## src/inc/msr_pkg.sv

```systemverilog
// Package with constants and types of the motor speed ramp and bump block.
package msr_pkg;

    // ****************************************************************
    // Clock and timing.
    // ****************************************************************
    localparam int CLK_FREQ_KHZ = 10000;
    localparam int BASE_TICK_US = 1000;
    localparam int BASE_TICK_CYC = (BASE_TICK_US * CLK_FREQ_KHZ) / 1000;

    // ****************************************************************
    // Setting indices on the programming port.
    // ****************************************************************
    localparam logic [7:0] IDX_START_VOLTAGE = 8'h02;
    localparam logic [7:0] IDX_ACCEL_RATE = 8'h03;
    localparam logic [7:0] IDX_DECEL_RATE = 8'h04;
    localparam logic [7:0] IDX_MAX_VOLTAGE = 8'h05;
    localparam logic [7:0] IDX_MID_VOLTAGE = 8'h06;
    localparam logic [7:0] IDX_BUMP_AMOUNT = 8'h38;
    localparam logic [7:0] IDX_BUMP_DURATION = 8'h39;

    // ****************************************************************
    // Reset values and limits.
    // ****************************************************************
    localparam logic [7:0] RST_START_VOLTAGE = 8'h09;
    localparam logic [7:0] RST_ACCEL_RATE = 8'h02;
    localparam logic [7:0] RST_DECEL_RATE = 8'h02;
    localparam logic [7:0] RST_MAX_VOLTAGE = 8'hFF;
    localparam logic [7:0] RST_MID_VOLTAGE = 8'h80;
    localparam logic [7:0] RST_BUMP_AMOUNT = 8'h00;
    localparam logic [7:0] RST_BUMP_DURATION = 8'h00;
    localparam logic [7:0] MIN_RATE = 8'h01;
    localparam logic [7:0] MAX_BUMP_DURATION = 8'h7F;
    localparam logic [7:0] NEAR_STOP_LEVEL = 8'h10;
    localparam logic [7:0] FULL_DRIVE = 8'hFF;

    // ****************************************************************
    // Speed steps.
    // ****************************************************************
    localparam logic [4:0] STEP_LOW_FIRST = 5'h01;
    localparam logic [4:0] STEP_MID = 5'h0E;
    localparam logic [4:0] STEP_TOP = 5'h1C;
    localparam int LOW_SPAN = 13;
    localparam int HIGH_SPAN = 14;

    // ****************************************************************
    // Types.
    // ****************************************************************
    typedef struct packed {
        logic [7:0] start_voltage_setting;
        logic [7:0] accel_rate_setting;
        logic [7:0] decel_rate_setting;
        logic [7:0] max_voltage_setting;
        logic [7:0] mid_voltage_setting;
        logic [7:0] bump_amount_setting;
        logic [7:0] bump_duration_setting;
    } msr_cfg_s;

    typedef struct packed {
        logic wr;
        logic [7:0] idx;
        logic [7:0] data;
    } msr_cv_s;

    typedef enum logic [1:0] {
        MSR_IDLE = 2'b00,
        MSR_RUN = 2'b01,
        MSR_REVERSE = 2'b10
    } msr_state_e;

endpackage

```

## src/rtl/msr_core.sv

```systemverilog
// Motor speed ramp, start bump and reversal interlock of a locomotive decoder.
//
// Overview of operation
// Bump amount setting is 8 bits, range 0 to 255, reset 0.
// Bump amount zero adds no extra voltage at any step.
// Bump amount scales against full drive; 128 adds half of full drive.
// Once the locomotive moves, bump stops and speed curve alone drives.
// Bump duration setting range 0 to 127, reset 0, sets bump length.
// Bump duration zero disables bumping whatever the amount holds.
// Transition from bump drive to plain curve drive happens automatically.
// Acceleration rate 1 to 255, reset 2, smaller means faster rise.
// Deceleration rate 1 to 255, reset 2, smaller means faster fall.
// Both rates act identically forward and reverse.
// Writing zero to either rate stores one instead.
// Direction change while moving ramps to zero, switches, ramps back up.
// Steps 1-14 use start and mid settings; steps 15-28 mid and max.
// Ramp moves one increment each time rate counter expires on base tick.
// Bump duration counts base ticks; bump starts on step change near standstill.
`timescale 1ns/1ps
module msr_core #(
    parameter int TICK_CYC = msr_pkg::BASE_TICK_CYC
) (
    input wire logic sys_clk_i,
    input wire logic rst_b_i,
    input wire logic [4:0] speed_step_i,
    input wire logic dir_i,
    input wire logic cv_wr_i,
    input wire logic [7:0] cv_idx_i,
    input wire logic [7:0] cv_data_i,
    output logic [7:0] cv_rdata_o,
    output logic [7:0] motor_drive_o,
    output logic motor_dir_o,
    output logic bump_active_o
);

    // ****************************************************************
    // Settings.
    // ****************************************************************
    msr_pkg::msr_cfg_s cfg_q;
    msr_pkg::msr_cfg_s cfg_d;
    msr_pkg::msr_cv_s cv;
    logic [7:0] rdata_q;
    logic [7:0] rdata_d;

    assign cv.wr = cv_wr_i;
    assign cv.idx = cv_idx_i;
    assign cv.data = cv_data_i;

    always_comb begin
        cfg_d = cfg_q;
        if (cv.wr) begin
            case (cv.idx)
                msr_pkg::IDX_START_VOLTAGE: cfg_d.start_voltage_setting = cv.data;
                msr_pkg::IDX_MAX_VOLTAGE: cfg_d.max_voltage_setting = cv.data;
                msr_pkg::IDX_MID_VOLTAGE: cfg_d.mid_voltage_setting = cv.data;
                msr_pkg::IDX_ACCEL_RATE: begin
                    // A zero rate is replaced so speed can never jump at once.
                    cfg_d.accel_rate_setting = (cv.data == 8'h00) ? msr_pkg::MIN_RATE : cv.data;
                end
                msr_pkg::IDX_DECEL_RATE: begin
                    cfg_d.decel_rate_setting = (cv.data == 8'h00) ? msr_pkg::MIN_RATE : cv.data;
                end
                msr_pkg::IDX_BUMP_AMOUNT: cfg_d.bump_amount_setting = cv.data;
                msr_pkg::IDX_BUMP_DURATION: begin
                    // Values above the range are held at the top of the range.
                    cfg_d.bump_duration_setting = (cv.data > msr_pkg::MAX_BUMP_DURATION) ?
                        msr_pkg::MAX_BUMP_DURATION : cv.data;
                end
                default: cfg_d = cfg_q;
            endcase
        end
    end

    always_comb begin
        case (cv.idx)
            msr_pkg::IDX_START_VOLTAGE: rdata_d = cfg_q.start_voltage_setting;
            msr_pkg::IDX_ACCEL_RATE: rdata_d = cfg_q.accel_rate_setting;
            msr_pkg::IDX_DECEL_RATE: rdata_d = cfg_q.decel_rate_setting;
            msr_pkg::IDX_MAX_VOLTAGE: rdata_d = cfg_q.max_voltage_setting;
            msr_pkg::IDX_MID_VOLTAGE: rdata_d = cfg_q.mid_voltage_setting;
            msr_pkg::IDX_BUMP_AMOUNT: rdata_d = cfg_q.bump_amount_setting;
            msr_pkg::IDX_BUMP_DURATION: rdata_d = cfg_q.bump_duration_setting;
            default: rdata_d = 8'h00;
        endcase
    end

    always_ff @(posedge sys_clk_i or negedge rst_b_i) begin
        if (!rst_b_i) begin
            cfg_q.start_voltage_setting <= msr_pkg::RST_START_VOLTAGE;
            cfg_q.accel_rate_setting <= msr_pkg::RST_ACCEL_RATE;
            cfg_q.decel_rate_setting <= msr_pkg::RST_DECEL_RATE;
            cfg_q.max_voltage_setting <= msr_pkg::RST_MAX_VOLTAGE;
            cfg_q.mid_voltage_setting <= msr_pkg::RST_MID_VOLTAGE;
            cfg_q.bump_amount_setting <= msr_pkg::RST_BUMP_AMOUNT;
            cfg_q.bump_duration_setting <= msr_pkg::RST_BUMP_DURATION;
            rdata_q <= 8'h00;
        end else begin
            cfg_q <= cfg_d;
            rdata_q <= rdata_d;
        end
    end

    assign cv_rdata_o = rdata_q;

    // ****************************************************************
    // Speed curve.
    // ****************************************************************
    logic [7:0] curve_level;

    always_comb begin
        int lo;
        int hi;
        int res;
        lo = 0;
        hi = 0;
        res = 0;
        if (speed_step_i >= msr_pkg::STEP_LOW_FIRST && speed_step_i <= msr_pkg::STEP_MID) begin
            lo = int'(cfg_q.start_voltage_setting);
            hi = int'(cfg_q.mid_voltage_setting);
            res = lo + ((hi - lo) * int'(speed_step_i - msr_pkg::STEP_LOW_FIRST)) / msr_pkg::LOW_SPAN;
        end else if (speed_step_i > msr_pkg::STEP_MID) begin
            lo = int'(cfg_q.mid_voltage_setting);
            hi = int'(cfg_q.max_voltage_setting);
            res = lo + ((hi - lo) * int'(speed_step_i - msr_pkg::STEP_MID)) / msr_pkg::HIGH_SPAN;
            if (speed_step_i >= msr_pkg::STEP_TOP) begin
                res = hi;
            end
        end
        curve_level = res[7:0];
    end

    // ****************************************************************
    // Ramp, reversal and bump.
    // ****************************************************************
    msr_pkg::msr_state_e state_q;
    msr_pkg::msr_state_e state_d;
    logic [31:0] tick_cnt_q;
    logic [31:0] tick_cnt_d;
    logic tick;
    logic [7:0] rate_cnt_q;
    logic [7:0] rate_cnt_d;
    logic [7:0] level_q;
    logic [7:0] level_d;
    logic dir_q;
    logic dir_d;
    logic [4:0] step_q;
    logic [4:0] step_d;
    logic [7:0] bump_cnt_q;
    logic [7:0] bump_cnt_d;
    logic [7:0] target;
    logic [7:0] rate;
    logic [8:0] bump_sum;
    logic bump_on;

    assign tick = (tick_cnt_q == 32'(TICK_CYC - 1));

    always_comb begin
        tick_cnt_d = tick ? 32'h0 : tick_cnt_q + 32'h1;
        state_d = state_q;
        dir_d = dir_q;
        level_d = level_q;
        rate_cnt_d = rate_cnt_q;
        step_d = speed_step_i;
        bump_cnt_d = bump_cnt_q;
        // A pending reversal forces the target to zero first.
        target = (dir_i != dir_q) ? 8'h00 : curve_level;
        // The same two rates serve both directions.
        rate = (target > level_q) ? cfg_q.accel_rate_setting : cfg_q.decel_rate_setting;
        case (state_q)
            msr_pkg::MSR_IDLE: begin
                if (dir_i != dir_q && level_q == 8'h00) begin
                    // Only a locomotive at standstill may flip direction at once.
                    dir_d = dir_i;
                end else if (target != level_q) begin
                    // A reversal at steady speed enters the ramp-down first.
                    state_d = (dir_i != dir_q) ? msr_pkg::MSR_REVERSE : msr_pkg::MSR_RUN;
                    rate_cnt_d = rate;
                end
            end
            msr_pkg::MSR_RUN, msr_pkg::MSR_REVERSE: begin
                if (dir_i != dir_q) begin
                    state_d = msr_pkg::MSR_REVERSE;
                end
                if (tick) begin
                    if (rate_cnt_q <= msr_pkg::MIN_RATE) begin
                        rate_cnt_d = rate;
                        if (target > level_q) begin
                            level_d = level_q + 8'h01;
                        end else if (target < level_q) begin
                            level_d = level_q - 8'h01;
                        end
                    end else begin
                        rate_cnt_d = rate_cnt_q - 8'h01;
                    end
                end
                if (level_q == 8'h00 && dir_i != dir_q) begin
                    // Direction flips only at standstill, then the ramp climbs again.
                    dir_d = dir_i;
                    state_d = msr_pkg::MSR_RUN;
                end else if (level_q == target && dir_i == dir_q) begin
                    state_d = msr_pkg::MSR_IDLE;
                end
            end
            default: state_d = msr_pkg::MSR_IDLE;
        endcase
        if (level_q > msr_pkg::NEAR_STOP_LEVEL || cfg_q.bump_duration_setting == 8'h00) begin
            // Moving, or duration zero: bump drops away on its own.
            bump_cnt_d = 8'h00;
        end else if (speed_step_i != step_q && speed_step_i != 5'h00) begin
            bump_cnt_d = cfg_q.bump_duration_setting;
        end else if (tick && bump_cnt_q != 8'h00) begin
            bump_cnt_d = bump_cnt_q - 8'h01;
        end
    end

    always_ff @(posedge sys_clk_i or negedge rst_b_i) begin
        if (!rst_b_i) begin
            state_q <= msr_pkg::MSR_IDLE;
            tick_cnt_q <= 32'h0;
            rate_cnt_q <= 8'h00;
            level_q <= 8'h00;
            dir_q <= 1'b0;
            step_q <= 5'h00;
            bump_cnt_q <= 8'h00;
        end else begin
            state_q <= state_d;
            tick_cnt_q <= tick_cnt_d;
            rate_cnt_q <= rate_cnt_d;
            level_q <= level_d;
            dir_q <= dir_d;
            step_q <= step_d;
            bump_cnt_q <= bump_cnt_d;
        end
    end

    // ****************************************************************
    // Motor drive.
    // ****************************************************************
    logic [7:0] drive_q;
    logic [7:0] drive_d;
    logic bump_q;

    assign bump_on = (bump_cnt_q != 8'h00) && (cfg_q.bump_amount_setting != 8'h00);
    assign bump_sum = {1'b0, level_q} + {1'b0, cfg_q.bump_amount_setting};

    always_comb begin
        drive_d = level_q;
        if (bump_on) begin
            // The amount adds straight onto the ramp level, capped at full drive.
            drive_d = bump_sum[8] ? msr_pkg::FULL_DRIVE : bump_sum[7:0];
        end
    end

    always_ff @(posedge sys_clk_i or negedge rst_b_i) begin
        if (!rst_b_i) begin
            drive_q <= 8'h00;
            bump_q <= 1'b0;
        end else begin
            drive_q <= drive_d;
            bump_q <= bump_on;
        end
    end

    assign motor_drive_o = drive_q;
    assign motor_dir_o = dir_q;
    assign bump_active_o = bump_q;

    // ****************************************************************
    // Assertions.
    // ****************************************************************
    AST_RATE_NEVER_ZERO: assert property (@(posedge sys_clk_i) disable iff (!rst_b_i)
        cfg_q.accel_rate_setting != 8'h00 && cfg_q.decel_rate_setting != 8'h00)
        else $error("Rate setting holds zero.");

    AST_ZERO_WRITE_ONE: assert property (@(posedge sys_clk_i) disable iff (!rst_b_i)
        (cv_wr_i && cv_idx_i == msr_pkg::IDX_ACCEL_RATE && cv_data_i == 8'h00)
        |=> cfg_q.accel_rate_setting == msr_pkg::MIN_RATE)
        else $error("Zero accel write not stored as one.");

    AST_NO_BUMP_AMOUNT: assert property (@(posedge sys_clk_i) disable iff (!rst_b_i)
        cfg_q.bump_amount_setting == 8'h00 |=> motor_drive_o == $past(level_q))
        else $error("Drive differs from ramp level with zero bump amount.");

    AST_NO_BUMP_DURATION: assert property (@(posedge sys_clk_i) disable iff (!rst_b_i)
        cfg_q.bump_duration_setting == 8'h00 |=> !bump_on)
        else $error("Bump active with zero duration.");

    AST_BUMP_ENDS_MOVING: assert property (@(posedge sys_clk_i) disable iff (!rst_b_i)
        level_q > msr_pkg::NEAR_STOP_LEVEL |=> bump_cnt_q == 8'h00)
        else $error("Bump kept while moving.");

    AST_BUMP_LEVEL: assert property (@(posedge sys_clk_i) disable iff (!rst_b_i)
        (bump_on && level_q == 8'h00) |=> motor_drive_o == $past(cfg_q.bump_amount_setting))
        else $error("Bump level wrong at standstill.");

    AST_DIR_AT_ZERO: assert property (@(posedge sys_clk_i) disable iff (!rst_b_i)
        $changed(dir_q) |-> $past(level_q) == 8'h00)
        else $error("Direction changed while moving.");

    AST_REVERSE_TARGET: assert property (@(posedge sys_clk_i) disable iff (!rst_b_i)
        (dir_i != dir_q && level_q != 8'h00 && tick && rate_cnt_q <= msr_pkg::MIN_RATE
         && state_q != msr_pkg::MSR_IDLE) |=> level_q == $past(level_q) - 8'h01)
        else $error("Reversal did not ramp down.");

    AST_RAMP_ON_TICK: assert property (@(posedge sys_clk_i) disable iff (!rst_b_i)
        $changed(level_q) |-> $past(tick) && ($past(level_q) - level_q == 8'h01
                                            || level_q - $past(level_q) == 8'h01))
        else $error("Ramp moved off tick or by more than one.");

    AST_CURVE_ENDS: assert property (@(posedge sys_clk_i) disable iff (!rst_b_i)
        (speed_step_i == msr_pkg::STEP_MID |-> curve_level == cfg_q.mid_voltage_setting)
        and (speed_step_i == msr_pkg::STEP_TOP |-> curve_level == cfg_q.max_voltage_setting)
        and (speed_step_i == msr_pkg::STEP_LOW_FIRST
             |-> curve_level == cfg_q.start_voltage_setting))
        else $error("Speed curve end points wrong.");

endmodule

```

## config.mk

```make
export PLATFORM = sky130hd
export DESIGN_NAME = msr_core
export DESIGN_NICKNAME = d
export VERILOG_FILES = /design/src/inc/msr_pkg.sv /design/src/rtl/msr_core.sv
export SDC_FILE = /design/constraint.sdc
export NUM_CORES = 1
export LEC_CHECK = 0
export BUFFER_PORTS_ARGS = -buffer_cell sky130_fd_sc_hd__buf_4
export CAP_MARGIN = 10
export CELL_PAD_IN_SITES_DETAIL_PLACEMENT = 0
export CELL_PAD_IN_SITES_GLOBAL_PLACEMENT = 1
export CORE_ASPECT_RATIO = 1.1
export CORE_MARGIN = 4
export CORE_UTILIZATION = 54
export CTS_CLUSTER_DIAMETER = 120
export DETAILED_ROUTE_END_ITERATION = 6
export PLACE_DENSITY_LB_ADDON = 0.15
export REMOVE_ABC_BUFFERS = 1
export SKIP_LAST_GASP = 1
export SLEW_MARGIN = 20
export SYNTH_ARGS = -nofsm -noshare
export SYNTH_HDL_FRONTEND = slang
export SYNTH_SLANG_ARGS = --single-unit
```

## constraint.sdc

```tcl
create_clock -name sys_clk_i -period 32.2 [get_ports sys_clk_i]
set_input_delay 9.66 -clock sys_clk_i [delete_from_list [all_inputs] [get_ports sys_clk_i]]
set_output_delay 9.66 -clock sys_clk_i [all_outputs]
set_load 0.02 [all_outputs]
```

==> results.tsv, run 1 <==
stage	metric	value	unit
grt	first-pass GRT wire length	72.77	mm
clocking	Root Driver	clkbuf_16	
detailed_routing	average wire per standard cell	17.78	um
detailed_routing	DR vias	14860	
sta	fin crit share	87.75	%
sta	FMAX	35.39	MHz
clocking	CTS buffer count	17	
grt	largest net degree at the start of global routing	78	
job	max_cap viols	0	
critical_path	Crit Path Class	in -> reg	
placed_design	RePlAce Congestion	0.8983	
sta	Setup-failing EPs final	0	
min_path	hold depth	1	
critical_path	FF-to-FF setup slack	12570	ps
detailed_routing	DRT iter0 DRCs	894	
detailed_routing	final WL	43.34	mm
clocking	clk slew on worst S/H paths	60	ps
floorplanning	core box area	30680	um2
min_path	Hold Crit Start	tick_cnt_q[0]	
detailed_routing	DRC violations left	0	
critical_path	Critical Path Max Stage Delay	790	ps
yosys	syn avg cell area	8.458	um2
clocking	clk buf depth	2	
outcome	run status	completed	
sta	Worst-Margin Slew	1041	ps
yosys	Cell Area, Synth	16880	um2
placed_design	port bufs	42	
sta	unrepaired setup endpoints after global routing	false	
sta	slew margin rel.	30.28	%
clocking	Post-CTS Setup Inserts	0	
min_path	worst hold path type	reg -> reg	
floorplanning	die area	34160	um2
layout	Layout Nets	2242	
clocking	Clk Latency, worst-skew pair	420	ps
yosys	post-synthesis cell count	1996	
clocking	clk sinks	137	
floorplanning	Chip Height	193.4	um
min_path	hold worst-path end	tick_cnt_q[0]	
critical_path	reg2reg path depth	74	
clocking	Post-CTS Hold Buffers	0	
sta	Final Max Slew Viols	0	
floorplanning	Cell Rows	67	
detailed_routing	Pre-antenna DRT Iters	5	
sta	Setup TNS Final	0	ps
critical_path	Reg-to-Reg End	level_q[7]	
layout	number of inserted diodes	0	
clocking	H-Tree Depth	4	
grt	total track usage	25.32	%
layout	Filler cells	2827	
sta	Final Hold Fails	0	
floorplanning	die width	176.6	um
critical_path	cell mode on critical path	xnor2_1	
sta	Clock Skew	9.569	ps
critical_path	CP Data Arrival Time	28560	ps
floorplanning	I/O pin total	43	
critical_path	Reg2Reg Launch Point	cfg_q[48]	
clocking	CTS tree	yes	
critical_path	crit end category	register	
placed_design	Post-DP HPWL	34.39	mm
grt	vias in the first global route	14490	
grt	Overflow after GRT	0	
yosys	Post-synth ARST share	100.0	%
clocking	CTS resizes	0	
sta	Final min period	28250	ps
yosys	sequential area share after synthesis	20.40	%
critical_path	Crit Path Max Fanout	19	
layout	synthesis-to-finish area growth	8.020	%
layout	share of layout cells above drive strength 1	9.486	%
critical_path	slowest cell on the critical path	xor2_1	
yosys	Post-synth EDFFs	0	
yosys	yosys warns	0	
floorplanning	Starting Density	55.02	%
critical_path	Worst Path Required	32510	ps
detailed_routing	vias per inst	6.094	
grt	initial antenna violation count	0	
critical_path	CP startpoint kind	input port	
yosys	#FFs+latches synth	137	
detailed_routing	antenna-violating nets left	0	
yosys	unique cell type count in the Yosys netlist	104	
yosys	Primary FF master, synth	dfrtp_1	
## worst max-delay path by stage
stage                     cells after the start    endpoint  slack (ps)             from
after global placement                       72  level_q[7]        4080  speed_step_i[0]
final                                        71  level_q[7]        3950  speed_step_i[0]
after floorplan                              71  level_q[7]        5790  speed_step_i[0]
after CTS                                    71  level_q[7]        4020  speed_step_i[0]
after detailed placement                     71  level_q[7]        3640  speed_step_i[0]
after global routing                         72  level_q[7]        2390  speed_step_i[0]
## cell families (layout without fill, tap and decap cells)
family | count (synthesis) | after routing | share of synthesized area [%]
AO/OA/AOI/OAI | 526 | 526 | 22.15
XOR/XNOR | 171 | 171 | 8.983
adder cells (fa/ha/maj) | 210 | 210 | 19.24
buffers and inverters | 201 | 229 | 4.818
flip-flops | 137 | 137 | 20.40
multiplexers | 76 | 76 | 4.810
AND/OR/NAND/NOR | 675 | 675 | 19.60
## sequential cells by signal, summed over array words and instances, names as in the netlist
signal,cells
level_q,8
bump_cnt_q,8
cfg_q,56
cv_rdata_o,8
bump_active_o,1
motor_dir_o,1
tick_cnt_q,32
motor_drive_o,8
rate_cnt_q,8
state_q,2
step_q,5
## cells in the mapped netlist (43+ instances only)
| library cell | instances | area share (%) |
|---|---|---|
| nand2_1 | 128 | 2.8 |
| inv_1 | 147 | 3.3 |
| xor2_1 | 53 | 2.7 |
| nor3_1 | 50 | 1.5 |
| xnor2_1 | 117 | 6.1 |
| a21oi_1 | 102 | 3.0 |
| o21ai_0 | 93 | 2.8 |
| nor2_1 | 227 | 5.0 |
| a21o_1 | 43 | 1.9 |
| ha_1 | 122 | 9.0 |
| dfrtp_1 | 124 | 18 |
| nand3_1 | 56 | 1.7 |
| fa_1 | 84 | 10 |
## placed cells by master, fill, tap and decap left out, types with 53 or more instances in the layout
| master | instances |
|---|---|
| nand3_1 | 56 |
| nand2_1 | 128 |
| a21oi_1 | 102 |
| o21ai_0 | 93 |
| xor2_1 | 53 |
| fa_1 | 84 |
| dfrtp_1 | 124 |
| nor2_1 | 227 |
| inv_1 | 147 |
| ha_1 | 122 |
| xnor2_1 | 116 |
## routing by layer
layer  vias to the layer above  wire length, um  GRT usage [%]
li1                       7230                -              -
met1                      7195            19910          35.17
met2                       370            20790          42.62
met3                        63             1716          2.381
met4                         0              928          6.478
met5                         -                0              0
## critical path: cells and delay by family
kind                       cells  cell delay [ps]
and+or+nand+nor               13             3000
xor gates and xnor gates       8             2800
AOI/OAI and AO/OA             30             7140
buffers and inverters          7              990
adders and majority gates     12             4650
muxes                          1              260
## through the flow
| step | hold WS [ps] | instance area [um2] | setup WS [ps] | util (%) | cells |
|---|---|---|---|---|---|
| after floorplan | 425.1 | 16620 | 5786 | - | 1943 |
| after global placement | 439.4 | 17520 | 4077 | 57.10 | 2406 |
| after detailed placement | 451.4 | 17530 | 3641 | 57.12 | 2406 |
| after CTS | 458.4 | 18240 | 4016 | 59.43 | 2438 |
| after global routing | 492.3 | 18240 | 2392 | 59.43 | 2438 |
| final | 453.6 | 18240 | 3946 | 59.43 | 2438 |
## layout make-up
type	count	area [um2]	area share [%]
multi-input combinational	1658	12640	69.29
timing repair buffer	49	371.6	2.038
tap	414	518.0	2.841
sequential	137	3445	18.89
clock buffer	21	470.5	2.580
clock inverter	11	239.0	1.311
inverter	148	555.5	3.047
Power of run 1 is not shown: default switching activity piles up to over one toggle a cycle in this logic, so the estimate is an artifact.
==> run 2: changes to the inputs <==
--- a/config.mk
+++ b/config.mk
@@ -14,6 +14,7 @@
 export CORE_UTILIZATION = 54
 export CTS_CLUSTER_DIAMETER = 120
 export DETAILED_ROUTE_END_ITERATION = 6
+export MAX_ROUTING_LAYER = met4
 export PLACE_DENSITY_LB_ADDON = 0.15
 export REMOVE_ABC_BUFFERS = 1
 export SKIP_LAST_GASP = 1
==> run 2 against run 1 <==
Net effect:
- critical path depth increased by 1
- wire length decreased by 0.30%
- final cell count unchanged
- clock skew about the same
- sequential cell count unchanged
- non-clock buffer count unchanged
- highest routed layer unchanged
- die area unchanged
- register-to-register slack got worse by 30 ps
- global-route usage increased by 0.75 points
- fmax increased by 0.15%
==> results.tsv, run 2 (synthesized netlist as in run 1, its figures left out) <==
stage	metric	value	unit
outcome	run status	completed	
min_path	hold depth	1	
clocking	CTS buffer count	17	
layout	Layout Nets	2242	
sta	FMAX	35.44	MHz
detailed_routing	average wire per standard cell	17.73	um
floorplanning	Starting Density	55.02	%
critical_path	Worst Path Required	32500	ps
detailed_routing	antenna-violating nets left	0	
layout	largest registers	cfg_q: 56 flops, tick_cnt_q: 32 flops	
critical_path	reg2reg path depth	75	
clocking	Clk Latency, worst-skew pair	430	ps
clocking	clk buf depth	2	
sta	Worst-Margin Slew	1082	ps
grt	grt met1 use	35.14	%
grt	largest net degree at the start of global routing	71	
clocking	clk slew on worst S/H paths	60	ps
clocking	Root Driver	clkbuf_16	
floorplanning	die width	176.6	um
critical_path	Crit Path Class	in -> reg	
detailed_routing	DR vias	14750	
critical_path	Crit Path Max Fanout	21	
placed_design	port bufs	42	
detailed_routing	vias per inst	6.049	
clocking	Post-CTS Hold Buffers	0	
layout	number of inserted diodes	0	
floorplanning	die area	34160	um2
clocking	CTS tree	yes	
sta	fin crit share	87.62	%
sta	Final Max Slew Viols	0	
sta	unrepaired setup endpoints after global routing	false	
grt	initial antenna violation count	0	
layout	Top reg by flops	cfg_q	
grt	vias in the first global route	14520	
clocking	clk sinks	137	
critical_path	slowest cell on the critical path	xnor2_2	
critical_path	CP Data Arrival Time	28520	ps
critical_path	Critical Path Max Stage Delay	860	ps
detailed_routing	DRT iter0 DRCs	788	
layout	Final Non-Filler Cells	2438	
floorplanning	Chip Height	193.4	um
detailed_routing	DRC violations left	0	
floorplanning	Cell Rows	67	
layout	share of layout cells above drive strength 1	9.387	%
sta	Final Hold Fails	0	
job	max_cap viols	0	
clocking	H-Tree Depth	4	
layout	synthesis-to-finish area growth	7.582	%
clocking	CTS resizes	0	
placed_design	placed insts	2406	
clocking	Post-CTS Setup Inserts	0	
grt	GR Util met2	42.74	%
grt	first-pass GRT wire length	72.57	mm
critical_path	CP startpoint kind	input port	
grt	Overflow after GRT	0	
detailed_routing	final WL	43.21	mm
placed_design	Post-DP HPWL	34.15	mm
placed_design	RePlAce Congestion	0.9033	
grt	met3 usage	2.303	%
sta	Final min period	28210	ps
grt	total track usage	26.07	%
sta	Setup-failing EPs final	0	
critical_path	cell mode on critical path	a21oi_1	
floorplanning	core box area	30680	um2
critical_path	crit end category	register	
sta	Clock Skew	9.441	ps
critical_path	Buf+Inv Stages, Crit Path	7	
critical_path	Critical Path Stages	72	
sta	slew margin rel.	27.35	%
grt	busiest grt layer	met2	
critical_path	CP top delay family	compound AO/OA/AOI/OAI gates	
layout	commonest cells after routing, fill and taps aside	227 x nor2_1, 147 x inv_1, 128 x nand2_1	
layout	most common cell after layout, fill and taps aside	nor2_1	
detailed_routing	Pre-antenna DRT Iters	5	
sta	Setup TNS Final	0	ps
min_path	worst hold path type	reg -> reg	
floorplanning	I/O pin total	43	
layout	Largest register FFs	56	
run 2: changes by cell type in the layout (fill, tap and decap cells not counted), sizes merged:
cell / previous run / this run
clkbuf: 21 / 20
clkinv: 2 / 4
clkinvlp: 2 / 4
bufinv: 7 / 5
inv: 148 / 147
run 2: through the flow:
step / hold slack, ps / worst slack [ps] / instance area [um2] / util (%)
after floorplan: 425.1 / 5786 / 16620 / -
after global placement: 440.3 / 4067 / 17520 / 57.10
after detailed placement: 446.1 / 3642 / 17530 / 57.12
after CTS: 453.3 / 4041 / 18160 / 59.19
after global routing: 501.4 / 2399 / 18160 / 59.19
final: 448.7 / 3987 / 18160 / 59.19
run 2: cell type report:
type / instances / area (um2)
clock buffer: 20 / 436.7
multi-input combinational: 1658 / 12640
clock inverter: 12 / 198.9
tap: 414 / 518.0
sequential: 137 / 3445
timing repair buffer: 49 / 371.6
inverter: 148 / 555.5
fill: 2848 / 12520
run 2: worst paths after layout:
kind	from	to	slack, ps
setup / recovery	speed_step_i[0]	level_q[7]	3990
hold / removal	tick_cnt_q[0]	tick_cnt_q[0]	450
setup reg to reg	cfg_q[48]	level_q[7]	12540
hold reg to reg	tick_cnt_q[0]	tick_cnt_q[0]	450
max in group asynchronous	rst_b_i	bump_cnt_q[4]	21690
min in group asynchronous	rst_b_i	cfg_q[14]	9230
run 2: per-layer routing:
metal,up-vias,wire length [um]
li1,7227,-
met1,7106,19970
met2,348,20680
met3,66,1675
met4,0,882
met5,-,0
run 2: worst reg2reg max path, delay by kind of cell, from the launching register on:
family	cells	cell delay, ps
compound gates	38	8600
fa+ha+maj	13	4500
simple gates	11	2560
xor+xnor	7	1830
buf+inv	4	740
mux	2	720
flops	1	590
Power of run 2 is left out for the same reason.
